<file path="src/logic/uedr_pkg.sv">
// package: register map, field positions, reset values and carrier types of the endpoint descriptor logic
package uedr_pkg;

  localparam logic [15:0] IN_EP0_CONFIG_ADDR = 16'hff80;
  localparam logic [15:0] IN_EP0_COUNT_ADDR = 16'hff81;
  localparam logic [15:0] OUT_EP0_CONFIG_ADDR = 16'hff82;
  localparam logic [15:0] OUT_EP0_COUNT_ADDR = 16'hff83;
  // endpoints 1 to 3 sit at base + endpoint number
  localparam logic [15:0] IN_EP_CONFIG_BASE = 16'hff90;
  localparam logic [15:0] IN_EP_SECOND_BUFFER_COUNT_BASE = 16'hff94;
  localparam logic [15:0] IN_EP_BUFFER_SIZE_BASE = 16'hff98;

  localparam logic [15:0] IN_EP0_BUF_ADDR = 16'hfef8;
  localparam logic [15:0] OUT_EP0_BUF_ADDR = 16'hfef0;

  localparam int MGR_EN_BIT = 7;
  localparam int SEQ_BIT = 5;
  localparam int DOUBLE_BUF_BIT = 4;
  localparam int STALL_BIT = 3;
  localparam int IRQ_EN_BIT = 2;
  localparam int EMPTY_BIT = 7;

  localparam logic [6:0] MAX_EP_COUNT = 7'h40;
  localparam logic [3:0] MAX_EP0_COUNT = 4'h8;

  localparam logic [7:0] EP0_CONFIG_RST = 8'h00;
  localparam logic [7:0] EP0_COUNT_RST = 8'h80;
  localparam logic [7:0] EP_CONFIG_RST = 8'h00;
  localparam logic [7:0] EP_COUNT_RST = 8'h80;
  localparam logic [6:0] EP_SIZE_RST = 7'h00;

  localparam logic [7:0] EP0_CONFIG_WMASK = 8'h8c;
  localparam logic [7:0] EP_CONFIG_WMASK = 8'h90;
  localparam logic [7:0] EP0_COUNT_WMASK = 8'h8f;

  localparam int NUM_EP = 3;

  typedef enum logic [2:0] {
    RPL_NONE,
    RPL_NAK,
    RPL_STALL,
    RPL_DATA,
    RPL_XBUF
  } uedr_kind_t;

  typedef struct packed {
    logic inTok;
    logic outTok;
    logic setupTok;
    logic ack;
    logic [1:0] ep;
    logic [3:0] outLen;
  } uedr_tok_t;

  typedef struct packed {
    logic valid;
    uedr_kind_t kind;
    logic [1:0] ep;
    logic useY;
    logic dataPid;
    logic [6:0] len;
    logic [15:0] addr;
  } uedr_reply_t;

endpackage : uedr_pkg

</file>
<file path="src/logic/uedr_regs.sv">
// endpoint descriptor registers with avalon slave and buffer manager transaction answers
//
// Functional notes
// the second-buffer count of endpoints 1 to 3 is a 7-bit byte count of 0 to 64, larger codes undefined.
// bit 7 of that count is an empty flag: clear means a packet is ready, set means IN is answered with NAK.
// one 7-bit size field per input endpoint serves both buffers, with the same 0 to 64 encoding.
// bit 7 of the buffer size entry is reserved, read-only and reads zero.
// endpoint 0 has fixed buffers: input at FEF8, output at FEF0.
// the four endpoint 0 registers decode at FF80 to FF83 as input config, input count, output config, output count.
// endpoint 0 fields sit at the same bit positions as in the endpoint 1 to 3 entries.
// with the interrupt enable bit 2 set, a completed transaction raises an interrupt, otherwise none; only endpoint 0 transactions interrupt here.
// a stall bit 3 set by software makes the endpoint answer STALL and is cleared by the next SETUP; only endpoint 0 can be stalled here.
// bit 5 of the endpoint 0 config is read-only and shows the DATA0/DATA1 toggle.
// the buffer manager serves an endpoint only while its enable bit 7 is set.
// the endpoint 0 input count is 4 bits of 0 to 8 bytes, codes 9 to 15 act as 8.
// after reset the endpoint 0 input count is zero with its empty flag set.
// with double buffering on, the toggle bit picks X or Y buffer, otherwise only X is used.
// when the host acknowledges IN data, the buffer's empty flag is set and the toggle inverted.
//
// Local design decision: register access over Avalon-MM.
`timescale 1ns/1ps
`default_nettype none
module uedr_regs
  import uedr_pkg::*;
(
  input wire logic clk_sys,
  input wire logic sys_rst,
  input wire logic [15:0] avs_address,
  input wire logic avs_read,
  input wire logic avs_write,
  input wire logic [7:0] avs_writedata,
  output logic [7:0] avs_readdata,
  output logic avs_waitrequest,
  input wire uedr_tok_t tok,
  output uedr_reply_t reply,
  output logic irqPulse
);
  logic waitReq_reg;
  logic [7:0] readData_reg;
  logic [7:0] readData_next;
  uedr_reply_t reply_reg;
  uedr_reply_t reply_next;
  logic irq_reg;
  logic irq_next;
  logic [7:0] outCfg_reg;
  logic [7:0] outCount_reg;

  logic busTake;
  logic busWr;
  logic in0CfgHit;
  logic in0CountHit;
  logic outCfgHit;
  logic outCountHit;
  logic [NUM_EP-1:0] cfgHit;
  logic [NUM_EP-1:0] countHit;
  logic [NUM_EP-1:0] sizeHit;

  logic [7:0] in0Cfg;
  logic [7:0] in0Count;
  logic [3:0] in0Len;
  logic [7:0] slotCfg [NUM_EP];
  logic [7:0] slotCount [NUM_EP];
  logic [7:0] slotSize [NUM_EP];
  logic [NUM_EP-1:0] slotUseY;
  logic [NUM_EP-1:0] slotAck;

  logic ep0Sel;
  logic in0Ack;
  logic outAccept;

  assign avs_readdata = readData_reg;
  assign avs_waitrequest = waitReq_reg;
  assign reply = reply_reg;
  assign irqPulse = irq_reg;

  // requests are sampled while waitrequest is high, answered one cycle later
  assign busTake = (avs_read | avs_write) & waitReq_reg;
  assign busWr = avs_write & ~waitReq_reg;

  assign in0CfgHit = avs_address == IN_EP0_CONFIG_ADDR;
  assign in0CountHit = avs_address == IN_EP0_COUNT_ADDR;
  assign outCfgHit = avs_address == OUT_EP0_CONFIG_ADDR;
  assign outCountHit = avs_address == OUT_EP0_COUNT_ADDR;

  assign ep0Sel = tok.ep == 2'h0;
  assign in0Ack = tok.ack & ep0Sel;
  assign outAccept = tok.outTok & ep0Sel & outCfg_reg[MGR_EN_BIT] & ~outCfg_reg[STALL_BIT]
                     & ~outCount_reg[EMPTY_BIT];

  always_ff @(posedge clk_sys) begin
    if (sys_rst) begin
      waitReq_reg <= 1'b1;
    end else begin
      waitReq_reg <= ~busTake;
    end
  end

  always_ff @(posedge clk_sys) begin
    if (sys_rst) begin
      readData_reg <= 8'h00;
    end else if (busTake) begin
      readData_reg <= readData_next;
    end
  end

  uedr_ep0_in u_ep0_in (
    .clk_sys(clk_sys),
    .sys_rst(sys_rst),
    .wrCfg(busWr & in0CfgHit),
    .wrCount(busWr & in0CountHit),
    .wrData(avs_writedata),
    .setup(tok.setupTok & ep0Sel),
    .ack(in0Ack),
    .cfgView(in0Cfg),
    .countView(in0Count),
    .effLen(in0Len)
  );

  genvar gi;
  generate
    for (gi = 0; gi < NUM_EP; gi++) begin : g_slot
      assign cfgHit[gi] = avs_address == IN_EP_CONFIG_BASE + 16'(gi + 1);
      assign countHit[gi] = avs_address == IN_EP_SECOND_BUFFER_COUNT_BASE + 16'(gi + 1);
      assign sizeHit[gi] = avs_address == IN_EP_BUFFER_SIZE_BASE + 16'(gi + 1);
      assign slotAck[gi] = tok.ack & (tok.ep == 2'(gi + 1));
      uedr_ep_slot u_slot (
        .clk_sys(clk_sys),
        .sys_rst(sys_rst),
        .wrCfg(busWr & cfgHit[gi]),
        .wrCount(busWr & countHit[gi]),
        .wrSize(busWr & sizeHit[gi]),
        .wrData(avs_writedata),
        .ack(slotAck[gi]),
        .cfgView(slotCfg[gi]),
        .countView(slotCount[gi]),
        .sizeView(slotSize[gi]),
        .useY(slotUseY[gi])
      );
    end
  endgenerate

  // read mux, unmapped addresses read zero
  always_comb begin
    readData_next = 8'h00;
    if (in0CfgHit) begin
      readData_next = in0Cfg;
    end
    if (in0CountHit) begin
      readData_next = in0Count;
    end
    if (outCfgHit) begin
      readData_next = outCfg_reg;
    end
    if (outCountHit) begin
      readData_next = outCount_reg;
    end
    for (int i = 0; i < NUM_EP; i++) begin
      if (cfgHit[i]) begin
        readData_next = slotCfg[i];
      end
      if (countHit[i]) begin
        readData_next = slotCount[i];
      end
      if (sizeHit[i]) begin
        readData_next = slotSize[i];
      end
    end
  end

  // output endpoint 0 configuration
  always_ff @(posedge clk_sys) begin
    if (sys_rst) begin
      outCfg_reg <= EP0_CONFIG_RST;
    end else begin
      if (tok.setupTok && ep0Sel) begin
        outCfg_reg[STALL_BIT] <= 1'b0;
      end
      if (busWr && outCfgHit) begin
        outCfg_reg <= (avs_writedata & EP0_CONFIG_WMASK) | (outCfg_reg & ~EP0_CONFIG_WMASK);
      end
      if (outAccept) begin
        outCfg_reg[SEQ_BIT] <= ~outCfg_reg[SEQ_BIT];
      end
    end
  end

  // output endpoint 0 count: flag set means a host packet waits in the buffer
  always_ff @(posedge clk_sys) begin
    if (sys_rst) begin
      outCount_reg <= EP0_COUNT_RST;
    end else begin
      if (busWr && outCountHit) begin
        outCount_reg <= avs_writedata & EP0_COUNT_WMASK;
      end
      if (outAccept) begin
        outCount_reg <= {1'b1, 3'h0, tok.outLen};
      end
    end
  end

  // answer to host tokens
  always_comb begin
    reply_next = '0;
    reply_next.kind = RPL_NONE;
    reply_next.ep = tok.ep;
    if (tok.inTok) begin
      reply_next.valid = 1'b1;
      if (ep0Sel) begin
        reply_next.dataPid = in0Cfg[SEQ_BIT];
        if (!in0Cfg[MGR_EN_BIT]) begin
          reply_next.kind = RPL_NONE;
        end else if (in0Cfg[STALL_BIT]) begin
          reply_next.kind = RPL_STALL;
        end else if (in0Count[EMPTY_BIT]) begin
          reply_next.kind = RPL_NAK;
        end else begin
          reply_next.kind = RPL_DATA;
          reply_next.len = {3'h0, in0Len};
          reply_next.addr = IN_EP0_BUF_ADDR;
        end
      end else begin
        reply_next.dataPid = slotCfg[tok.ep - 2'h1][SEQ_BIT];
        reply_next.useY = slotUseY[tok.ep - 2'h1];
        if (!slotCfg[tok.ep - 2'h1][MGR_EN_BIT]) begin
          reply_next.kind = RPL_NONE;
        end else if (!slotUseY[tok.ep - 2'h1]) begin
          reply_next.kind = RPL_XBUF;
        end else if (slotCount[tok.ep - 2'h1][EMPTY_BIT]) begin
          reply_next.kind = RPL_NAK;
        end else begin
          reply_next.kind = RPL_DATA;
          reply_next.len = slotCount[tok.ep - 2'h1][6:0];
        end
      end
    end else if (tok.outTok && ep0Sel) begin
      reply_next.valid = 1'b1;
      reply_next.dataPid = outCfg_reg[SEQ_BIT];
      if (!outCfg_reg[MGR_EN_BIT]) begin
        reply_next.kind = RPL_NONE;
      end else if (outCfg_reg[STALL_BIT]) begin
        reply_next.kind = RPL_STALL;
      end else if (outCount_reg[EMPTY_BIT]) begin
        reply_next.kind = RPL_NAK;
      end else begin
        reply_next.kind = RPL_DATA;
        reply_next.len = {3'h0, tok.outLen};
        reply_next.addr = OUT_EP0_BUF_ADDR;
      end
    end
  end

  always_ff @(posedge clk_sys) begin
    if (sys_rst) begin
      reply_reg <= '0;
    end else begin
      reply_reg <= reply_next;
    end
  end

  assign irq_next = (in0Ack & in0Cfg[IRQ_EN_BIT]) | (outAccept & outCfg_reg[IRQ_EN_BIT]);

  always_ff @(posedge clk_sys) begin
    if (sys_rst) begin
      irq_reg <= 1'b0;
    end else begin
      irq_reg <= irq_next;
    end
  end
endmodule : uedr_regs
`default_nettype wire

</file>
<file path="src/logic/uedr_ep_slot.sv">
// one input endpoint 1 to 3: own config bits, second-buffer count and shared buffer size
`timescale 1ns/1ps
`default_nettype none
module uedr_ep_slot
  import uedr_pkg::*;
(
  input wire logic clk_sys,
  input wire logic sys_rst,
  input wire logic wrCfg,
  input wire logic wrCount,
  input wire logic wrSize,
  input wire logic [7:0] wrData,
  input wire logic ack,
  output logic [7:0] cfgView,
  output logic [7:0] countView,
  output logic [7:0] sizeView,
  output logic useY
);
  logic [7:0] cfg_reg;
  logic [7:0] count_reg;
  logic [6:0] size_reg;

  assign useY = cfg_reg[DOUBLE_BUF_BIT] & cfg_reg[SEQ_BIT];
  assign cfgView = cfg_reg;
  assign countView = count_reg;
  assign sizeView = {1'b0, size_reg};

  always_ff @(posedge clk_sys) begin
    if (sys_rst) begin
      cfg_reg <= EP_CONFIG_RST;
    end else begin
      if (wrCfg) begin
        cfg_reg <= (wrData & EP_CONFIG_WMASK) | (cfg_reg & ~EP_CONFIG_WMASK);
      end
      if (ack) begin
        cfg_reg[SEQ_BIT] <= ~cfg_reg[SEQ_BIT];
      end
    end
  end

  always_ff @(posedge clk_sys) begin
    if (sys_rst) begin
      count_reg <= EP_COUNT_RST;
    end else begin
      if (wrCount) begin
        count_reg <= wrData;
      end
      if (ack && useY) begin
        count_reg[EMPTY_BIT] <= 1'b1;
      end
    end
  end

  always_ff @(posedge clk_sys) begin
    if (sys_rst) begin
      size_reg <= EP_SIZE_RST;
    end else if (wrSize) begin
      size_reg <= wrData[6:0];
    end
  end

endmodule : uedr_ep_slot
`default_nettype wire

</file>
<file path="src/logic/uedr_ep0_in.sv">
// input endpoint 0: configuration and byte count registers
`timescale 1ns/1ps
`default_nettype none
module uedr_ep0_in
  import uedr_pkg::*;
(
  input wire logic clk_sys,
  input wire logic sys_rst,
  input wire logic wrCfg,
  input wire logic wrCount,
  input wire logic [7:0] wrData,
  input wire logic setup,
  input wire logic ack,
  output logic [7:0] cfgView,
  output logic [7:0] countView,
  output logic [3:0] effLen
);
  logic [7:0] cfg_reg;
  logic [7:0] count_reg;

  assign cfgView = cfg_reg;
  assign countView = count_reg;
  assign effLen = count_reg[3] ? MAX_EP0_COUNT : count_reg[3:0];

  always_ff @(posedge clk_sys) begin
    if (sys_rst) begin
      cfg_reg <= EP0_CONFIG_RST;
    end else begin
      // a stall written in the setup cycle survives
      if (setup) begin
        cfg_reg[STALL_BIT] <= 1'b0;
      end
      if (wrCfg) begin
        cfg_reg <= (wrData & EP0_CONFIG_WMASK) | (cfg_reg & ~EP0_CONFIG_WMASK);
      end
      if (ack) begin
        cfg_reg[SEQ_BIT] <= ~cfg_reg[SEQ_BIT];
      end
    end
  end

  always_ff @(posedge clk_sys) begin
    if (sys_rst) begin
      count_reg <= EP0_COUNT_RST;
    end else begin
      if (wrCount) begin
        count_reg <= wrData & EP0_COUNT_WMASK;
      end
      if (ack) begin
        count_reg[EMPTY_BIT] <= 1'b1;
      end
    end
  end

endmodule : uedr_ep0_in
`default_nettype wire

</file>
<file path="config.mk">
export PLATFORM = sky130hd
export DESIGN_NAME = uedr_regs
export DESIGN_NICKNAME = d
export VERILOG_FILES = /design/src/logic/uedr_pkg.sv /design/src/logic/uedr_regs.sv /design/src/logic/uedr_ep_slot.sv /design/src/logic/uedr_ep0_in.sv
export SDC_FILE = /design/constraint.sdc
export NUM_CORES = 1
export LEC_CHECK = 0
export ABC_CLOCK_PERIOD_IN_PS = 3600
export BUFFER_PORTS_ARGS = -buffer_cell sky130_fd_sc_hd__buf_2
export CAP_MARGIN = 5
export CORE_UTILIZATION = 45
export DETAILED_ROUTE_END_ITERATION = 6
export GPL_TIMING_DRIVEN = 0
export PLACE_DENSITY = 0.63
export SETUP_SLACK_MARGIN = 0.1
export SLEW_MARGIN = 20
export SYNTH_ARGS = -nofsm -noshare
export SYNTH_HDL_FRONTEND = slang
export SYNTH_HIERARCHICAL = 1
export SYNTH_SLANG_ARGS = --single-unit
</file>
<file path="constraint.sdc">
create_clock -name clk_sys -period 3.6 [get_ports clk_sys]
set_clock_uncertainty 0.15 [all_clocks]
set_input_delay 1.08 -clock clk_sys [delete_from_list [all_inputs] [get_ports clk_sys]]
set_output_delay 1.08 -clock clk_sys [all_outputs]
set_load 0.02 [all_outputs]
</file>
Word-level counts from Yosys, hierarchy flattened. Cells that the tools add are included.

Register bits: 136. Bits of input ports: 38. Output and inout bits: 41. Logic and storage cells: 182.

$add $sub $neg: 1. Order comparisons: 2. Equality and inequality tests: 16. Multiplexer cells: 61. Bitwise gates (word level): 45. Reductions and logical operators: 22.

Operators by type and width (number): 16-bit == test, second input constant (13); 8-bit 2-to-1 mux (18); 20-bit 2-to-1 mux (6); 24-bit 2-to-1 mux (2); 8-bit by 7-bit bitwise OR with 8-bit output (5); 8-bit binary-select mux with 2-bit select (2); 6-bit 2-to-1 mux (5); 1-bit AND (27); 7-bit 2-to-1 mux (3); 4-bit 2-to-1 mux (5); 16-bit 2-to-1 mux (1); 2-bit nonzero test (8); 3-bit 2-to-1 mux (5); 2-bit 2-to-1 mux (5); 1-bit inverter (10); 2-bit OR reduction (5); 1-bit 2-to-1 mux (8); 1-bit logical AND (7); 2-bit == test, second input constant (2); 3-bit greater-or-equal comparator, second input constant (1); 2-bit by 3-bit < comparator with 1-bit output, second input constant (1); 2-bit inverter with 3-bit output (1); 3-bit OR reduction (1); 1-bit binary-select mux with 2-bit select (1); other kinds (4) (5).

Depth between registers and ports, before layout. Gate-level depths: netlist (run 1).

Depth in word-level cells: 14. Gate-level depth with buffers: 10. Gate-level depth less buffers: 8.

Hierarchy. The synthesis (run 1) kept the hierarchy.

Modules (own cells, without submodules): uedr_regs (instances 1, cells each 418, area each 3145.5 µm², seq. area each 720.7 µm²); uedr_ep_slot (instances 3, cells each 66, area each 696.9 µm², seq. area each 360.3 µm²); uedr_ep0_in (instances 1, cells each 43, area each 401.6 µm², seq. area each 180.2 µm²).

Least setup slack after synthesis (run 1). No wires, ideal clock.

Path kind: input -> register. From: input avs_address[5]. To: register g_slot[2].u_slot.count_reg[7]. Library setup time: 0.120 ns. Arrival time: 2.900 ns. Data required time: 3.330 ns. Setup slack: 0.430 ns. Cell stages on the path: 7. Path buffers: 2. Cell sequence: or3b_1 buf_6 nor4_4 and3_1 buf_6 mux2_4 a211o_1.

Cells in the longest elaborated chain, start to end: 2.

Ends and longest elaborated chain: from (decl) (RTL line uedr_regs.sv:28) `input wire logic [15:0] avs_address,`; 16-bit == test (RTL line uedr_regs.sv:123) `assign countHit[gi] = avs_address == IN_EP_SECOND_BUFFER_COUNT_BASE + 16'(gi + 1);`; 1-bit AND (RTL line uedr_regs.sv:130) `.wrCount(busWr & countHit[gi]),`; to (signal assigned) (RTL line uedr_ep_slot.sv:46) `count_reg <= wrData;`; to (decl) (RTL line uedr_ep_slot.sv:20) `logic [7:0] count_reg;`.

Every way passes these cells. A chain may end at the register's enable or synchronous reset.

Final worst setup path (run 1).
From: input tok[4] (netlist bit). To: register reply_reg (netlist bit reply[16]).

Cells in the longest elaborated chain, start to end: 10. Elaborated cells between the ends (all ways): 18. Classes of those cells: add/sub (1); mux (14); bitwise (1); reduce/logical (2).

Ends and longest elaborated chain: from (decl) (RTL line uedr_regs.sv:34) `input wire uedr_tok_t tok,`; 2-bit by 1-bit subtractor with 2-bit output; 2-bit inverter with 3-bit output (not written as such) (RTL line uedr_regs.sv:224, uedr_regs.sv:228, uedr_regs.sv:232); 8-bit binary-select mux with 2-bit select (RTL line uedr_regs.sv:228, uedr_regs.sv:232); 8-bit 2-to-1 mux (not written as such) (2 in series) (RTL line uedr_regs.sv:232) `reply_next.len = slotCount[tok.ep - 2'h1][6:0];`; 7-bit 2-to-1 mux (RTL line uedr_regs.sv:228) `end else if (slotCount[tok.ep - 2'h1][EMPTY_BIT]) begin`; 7-bit 2-to-1 mux (RTL line uedr_regs.sv:226) `end else if (!slotUseY[tok.ep - 2'h1]) begin`; 7-bit 2-to-1 mux (RTL line uedr_regs.sv:224) `if (!slotCfg[tok.ep - 2'h1][MGR_EN_BIT]) begin`; 8-bit 2-to-1 mux (RTL line uedr_regs.sv:208) `if (ep0Sel) begin`; 24-bit 2-to-1 mux (*) (RTL line uedr_regs.sv:206) `if (tok.inTok) begin`; to (signal assigned) (RTL line uedr_regs.sv:256) `reply_reg <= reply_next;`; to (decl) (RTL line uedr_regs.sv:41) `uedr_reply_t reply_reg;`.

Mark *: on every way between the ends. The rest lies on a longest branch, timed or not. The select of a mux whose other input is x is not followed.

==> flow_summary.json, run 1 <==
{
  "outcome": "finished with violations",
  "failed_checks": "DRC",
  "slew-limit-headroom_pct": 36.1,
  "instances_no_fill": 944,
  "ir_worst_vdd_v": 0.000286,
  "final_common_cell": "nor2_1",
  "core_mm2": 0.0121,
  "synth-edff-count": 0,
  "reg2reg_slack_ns": 1.24,
  "wirelength_um": 18400,
  "cp-start-kind": "input port",
  "wl_per_cell_um": 19.5,
  "final_core_util_pct": 55.0,
  "cts-htree-levels": 3,
  "root_buffer": "clkbuf_16",
  "hold_depth": 1,
  "drive_gt1_share_pct": 23.1,
  "period_needed_ns": 3.40,
  "setup_viol": 0,
  "io_pins": 79,
  "vias": 5234,
  "final_nets": 813,
  "p_leak_nw": 2.63,
  "grt_overflow": 0,
  "power.density_mw_per_mm2": 369,
  "pre_cts_ws_ns": -0.373,
  "place_congestion": 0.947,
  "dp_hpwl_um": 13900,
  "cts_tree": "yes",
  "synth.yosys.warnings": 6,
  "drt-vias-per-instance": 5.54,
  "setup_ws_ns": 0.199,
  "final_cell_mix": "nor2_1 (123), dfxtp_1 (99), buf_2 (83)",
  "grt_max_degree": 18,
  "diodes": 0,
  "path_class": "input port to flip-flop",
  "wl_met2_um": 8120,
  "firstDrtPassIters": 7,
  "cts.sink_count": 99,
  "dp.cells": 923,
  "worstPathMaxFanout": 11,
  "r2r_cells": 8,
  "drc": 2,
  "final_hold_viol_count": 0,
  "grt_antenna_before_repair": 0,
  "r2r-end": "reply[16]",
  "endpoint_kind": "flip-flop",
  "worst_hold_slack_ns": 0.341,
  "portBuffers": 72,
  "ys_seq_area_share_pct": 35.2,
  "syn_area_mm2": 0.00564,
  "cp.required_ns": 3.71,
  "grt_pass1_vias": 4883,
  "rows": 40,
  "largest_reg_flops": 24,
  "r2r_start": "g_slot[2].u_slot/cfgView[5]",
  "total_power_mw": 2.46,
  "place_area_mm2": 0.00630,
  "synth_top_flop_cell": "dfxtp_1",
  "grt_pass1_wl_um": 28400,
  "fin_tns_setup_ns": 0,
  "antenna_left": 0,
  "clkLatencyLatePin_ns": 0.36,
  "wl_met3_um": 1550,
  "design_area_mm2": 0.00667,
  "die_h_um": 114,
  "initialDrtViolationCount": 412,
  "maxSlewViolCount": 0,
  "cts_max_path_buffers": 2,
  "clk_pin_slew_ns": 0.07,
  "rsz0062_at_grt": "true",
  "start_util_pct": 46.5,
  "area_delta_synth_final_pct": 18.2,
  "min_period_over_period_pct": 94.5,
  "track_usage_pct": 29.8,
  "synthCells": 659,
  "wl_met1_um": 8340,
  "hold_start": "avs_readdata[7]",
  "async_flop_share_pct": 0,
  "die-area_mm2": 0.0130,
  "hold_path_class": "flip-flop to flip-flop",
  "arrival_ns": 3.52,
  "maxUsedRoutingLayer": "met4",
  "min_to": "avs_readdata[7]",
  "cts_made_buffers": 9,
  "chipWidth_um": 114,
  "synth-seq-cells": 99,
  "syn-mean-instance-area_um2": 8.56,
  "synth.distinct_cells": 72,
  "cap_violations": 0,
  "worst_pin_slew_ns": 0.951,
  "fmax_mhz": 294
}
cell type report:
type	count	area, µm²
inverter	7	26.3
multi-input combinational	495	3220
fill	1192	5450
sequential	99	1980
clock buffer	10	229
clock inverter	6	93.8
buffer	82	508
timing repair buffer	77	398
tap	168	210
cells in the mapped netlist (9+ instances only):
cell type,n,share of area (%)
nand3_1,14,1.2
nor2b_1,9,1.0
clkbuf_1,21,1.4
o21ai_0,18,1.6
nor3_1,11,0.98
a211oi_1,13,1.7
mux2i_1,79,14
dfxtp_1,99,35
nor2_1,124,8.3
nand2_1,27,1.8
buf_4,40,5.3
buf_2,12,1.1
a21oi_1,34,3.0
critical path, cell delays in order:
cell and delay (ns):
buf_2 0.14, inv_1 0.08, clkbuf_2 0.22, ha_1 0.40, clkbuf_4 0.24, mux2i_1 0.15, o2bb2ai_1 0.31, nand4b_1 0.14
buf_4 0.19, nor2_1 0.22, a21oi_1 0.08, a211oi_1 0.27
report_power, final:
part           switching, mW  internal [mW]  total [mW]
clock                  0.463          0.619        1.08
sequential           0.00793           1.11        1.12
combinational          0.170         0.0934       0.264
total                  0.641           1.82        2.46
repair_timing:
item                                   CTS  global route
resized for setup                        1             4
setup endpoints to repair                5            15
setup buffers                            0             5
endpoints found under the hold margin    0             0
pin swaps                                0             2
hold buffers                             0             0
worst max path at each step:
| stage | startpoint | to |
|---|---|---|
| 6_report | tok[4] | reply[16] |
| 5_1_grt | tok[4] | reply[16] |
| 4_1_cts | avs_address[1] | g_slot[2].u_slot/countView[7] |
| 3_5_place_dp | tok[4] | reply[16] |
| 3_3_place_gp | tok[4] | reply[17] |
| 2_1_floorplan | avs_address[5] | g_slot[2].u_slot/countView[7] |
routing by layer:
metal  global-route usage (%)  up-vias
li1                         -     2499
met1                     42.3     2469
met2                     44.7      239
met3                     7.07       27
met4                     8.83        0
met5                        0        -
logic make-up (layout without fill, tap and decap cells):
group	after synthesis	count (layout)	share of synthesized area (%)
AO/OA/AOI/OAI	115	115	13.6
other	5	29	0.333
XOR/XNOR	5	5	0.777
adder cells (fa/ha/maj)	4	4	0.888
flip-flops	99	99	35.2
AND/OR/NAND/NOR	254	254	23.4
buffers and inverters	89	182	9.39
multiplexers	88	88	16.4
(Power assumes the default switching activity.)
==> run 2: changes to the inputs <==
SYNTH_HIERARCHICAL = default   (was 1)
==> flow_summary.json, run 2 <==
{
  "outcome": "finished, final reports clean",
  "swShare_pct": 28.0,
  "path_class": "input port to flip-flop",
  "vias": 4947,
  "r2r_cells": 6,
  "ir_worst_vdd_v": 0.000429,
  "drt-vias-per-instance": 6.00,
  "synth-edff-count": 0,
  "setup_ws_ns": 0.284,
  "power.density_mw_per_mm2": 382,
  "p_switching_mw": 0.647,
  "synth_top_cell_by_area": "dfxtp_1",
  "wl_per_cell_um": 21.5,
  "p_clk_share_pct": 41.0,
  "final_cell_mix": "dfxtp_1 (99), nor2_1 (98), buf_2 (74)",
  "syn_area_mm2": 0.00523,
  "worst_pin_slew_ns": 0.957,
  "root_buffer": "clkbuf_16",
  "final_common_cell": "dfxtp_1",
  "start_util_pct": 46.0,
  "syn-mean-instance-area_um2": 8.76,
  "grt_pass1_vias": 4690,
  "antenna_left": 0,
  "area_delta_synth_final_pct": 15.6,
  "r2r-end": "g_slot[0].u_slot.size_reg[1]",
  "core_mm2": 0.0114,
  "clkLatencyLatePin_ns": 0.37,
  "cts_hold_buf": 0,
  "grt_overflow": 0,
  "hold_depth": 2,
  "cp.required_ns": 3.75,
  "drc": 0,
  "grt_max_degree": 19,
  "portBuffers": 66,
  "chipWidth_um": 110,
  "synth_top_flop_cell": "dfxtp_1",
  "cp-start-kind": "input port",
  "synth_most_common_cell": "dfxtp_1",
  "firstDrtPassIters": 5,
  "synth.distinct_cells": 71,
  "endpoint_kind": "flip-flop",
  "dp.cells": 809,
  "synthTopCellsByArea": "dfxtp_1 (38%), mux2i_1 (13%), nor2_1 (7.0%)",
  "cts.sink_count": 99,
  "die-area_mm2": 0.0121,
  "wirelength_um": 17800,
  "period_needed_ns": 3.32,
  "diodes": 0,
  "pwr-share-comb_pct": 10.9,
  "worstPathMaxFanout": 11,
  "largest_reg_flops": 24,
  "seq_power_share_pct": 48.1,
  "post_cts_buffers": 0,
  "min_to": "g_slot[2].u_slot.size_reg[4]",
  "r2r_start": "avs_waitrequest",
  "maxSlewViolCount": 0,
  "synth-seq-cells": 99,
  "ys_seq_area_share_pct": 37.9,
  "p_leak_nw": 2.77,
  "cts_max_path_buffers": 2,
  "final_hold_viol_count": 0,
  "cts_tree": "yes",
  "fmax_mhz": 302,
  "cts-htree-levels": 3,
  "yosysTopAreaCellShare_pct": 37.9,
  "place_congestion": 0.995,
  "synth_common_cells": "dfxtp_1 (99), nor2_1 (98), mux2i_1 (70), nand2_1 (38), a21oi_1 (30)",
  "setup_viol": 0,
  "dp_hpwl_um": 13100,
  "instances_no_fill": 825,
  "reg2reg_slack_ns": 1.43,
  "min_period_over_period_pct": 92.1,
  "clk_pin_slew_ns": 0.07,
  "p_int_mw": 1.66,
  "async_flop_share_pct": 0,
  "grt_antenna_before_repair": 0,
  "arrival_ns": 3.46,
  "synth.yosys.warnings": 0,
  "die_h_um": 110,
  "hold_start": "g_slot[2].u_slot.size_reg[4]",
  "initialDrtViolationCount": 401,
  "rows": 39,
  "grt_pass1_wl_um": 26900,
  "track_usage_pct": 31.0,
  "drive_gt1_share_pct": 19.5,
  "slew-limit-headroom_pct": 35.7,
  "hold_path_class": "flip-flop to flip-flop",
  "pre_cts_ws_ns": -0.418,
  "final_nets": 719,
  "cap_violations": 0,
  "cts_made_buffers": 9,
  "synthCells": 597,
  "io_pins": 79,
  "rsz0062_at_grt": "false"
}
## run 2: changes by cell type after synthesis, moves of 5 or more
cell	previous run	this run
nor2_1	124	98
buf_4	40	17
nand2_1	27	38
mux2i_1	79	70
a211oi_1	13	7
and2_1	8	2
nor3_1	11	5
clkbuf_1	21	26
nand3_1	14	19
## run 2: kinds of logic (layout without fill, tap and decap cells)
| logic type | after synthesis | after routing | synth area share [%] |
|---|---|---|---|
| AND/OR/NAND/NOR | 227 | 227 | 22.7 |
| adder cells (fa/ha/maj) | 4 | 4 | 0.957 |
| buffers and inverters | 68 | 150 | 6.46 |
| multiplexers | 77 | 77 | 15.6 |
| AO/OA/AOI/OAI | 116 | 116 | 15.6 |
| flip-flops | 99 | 99 | 37.9 |
| other | 1 | 4 | 0.0717 |
| XOR/XNOR | 5 | 5 | 0.837 |
## run 2: power groups by stage
stage	Combinational (mW)	Sequential (mW)	Clock (mW)
after floorplan	0.142	1.14	0
after global placement	0.244	1.14	0
after detailed placement	0.245	1.14	0
after CTS	0.246	1.11	0.962
after global routing	0.269	1.11	0.993
final	0.252	1.11	0.948
## run 2: final cells by class
class	instances	area [µm²]
flip-flops and latches	99	1980
fillers	1141	5320
clock buffers	10	229
repair buffers	66	330
plain buffers	57	297
clock inverters	6	58.8
inverters	11	42.5
multi-input cells	433	2930
well taps	143	179
## run 2: critical path: stages
cell       delay (ns)
buf_2            0.17
clkinv_2         0.21
ha_1             0.41
nor2b_1          0.15
clkbuf_1         0.26
o2bb2ai_1        0.25
a2111oi_4        0.41
nand3b_1         0.33
nor2_1           0.18
## run 2: what timing repair did
action | CTS | global route
endpoints found under the setup margin | 7 | 3
hold endpoints to repair | 0 | 0
pin swaps | 0 | 1
gates resized for setup | 1 | 0
## run 2: how the worst max path moves through the flow
stage | startpoint | end | cells after the start
2_1_floorplan | tok[4] | reply[16] | 8
3_3_place_gp | tok[4] | reply[22] | 9
3_5_place_dp | tok[4] | reply[20] | 9
4_1_cts | tok[4] | reply[22] | 9
5_1_grt | tok[4] | reply[20] | 9
6_report | tok[4] | reply[22] | 9
## run 2: metrics by stage
step | hold WS, ns | area (µm²) | TNS (ns) | util [%] | power, mW
after floorplan | 0.290 | 5240 | 0 | - | 1.29
after global placement | 0.310 | 5750 | -2.08 | 50.6 | 1.38
after detailed placement | 0.314 | 5750 | -3.73 | 50.6 | 1.38
after CTS | 0.323 | 6040 | 0 | 53.1 | 2.32
after global routing | 0.357 | 6050 | 0 | 53.2 | 2.37
final | 0.336 | 6050 | 0 | 53.2 | 2.31
## run 2: routing by layer
| metal | GRT usage (%) | share of wire [%] | routed length [µm] | vias up |
|---|---|---|---|---|
| met5 | 0 | 0 | 0 | - |
| met4 | 14.5 | 3.5 | 628 | 0 |
| met1 | 39.8 | 43 | 7630 | 2413 |
| met3 | 5.57 | 6.3 | 1130 | 37 |
| met2 | 50.3 | 47 | 8370 | 210 |
| li1 | - | - | - | 2287 |
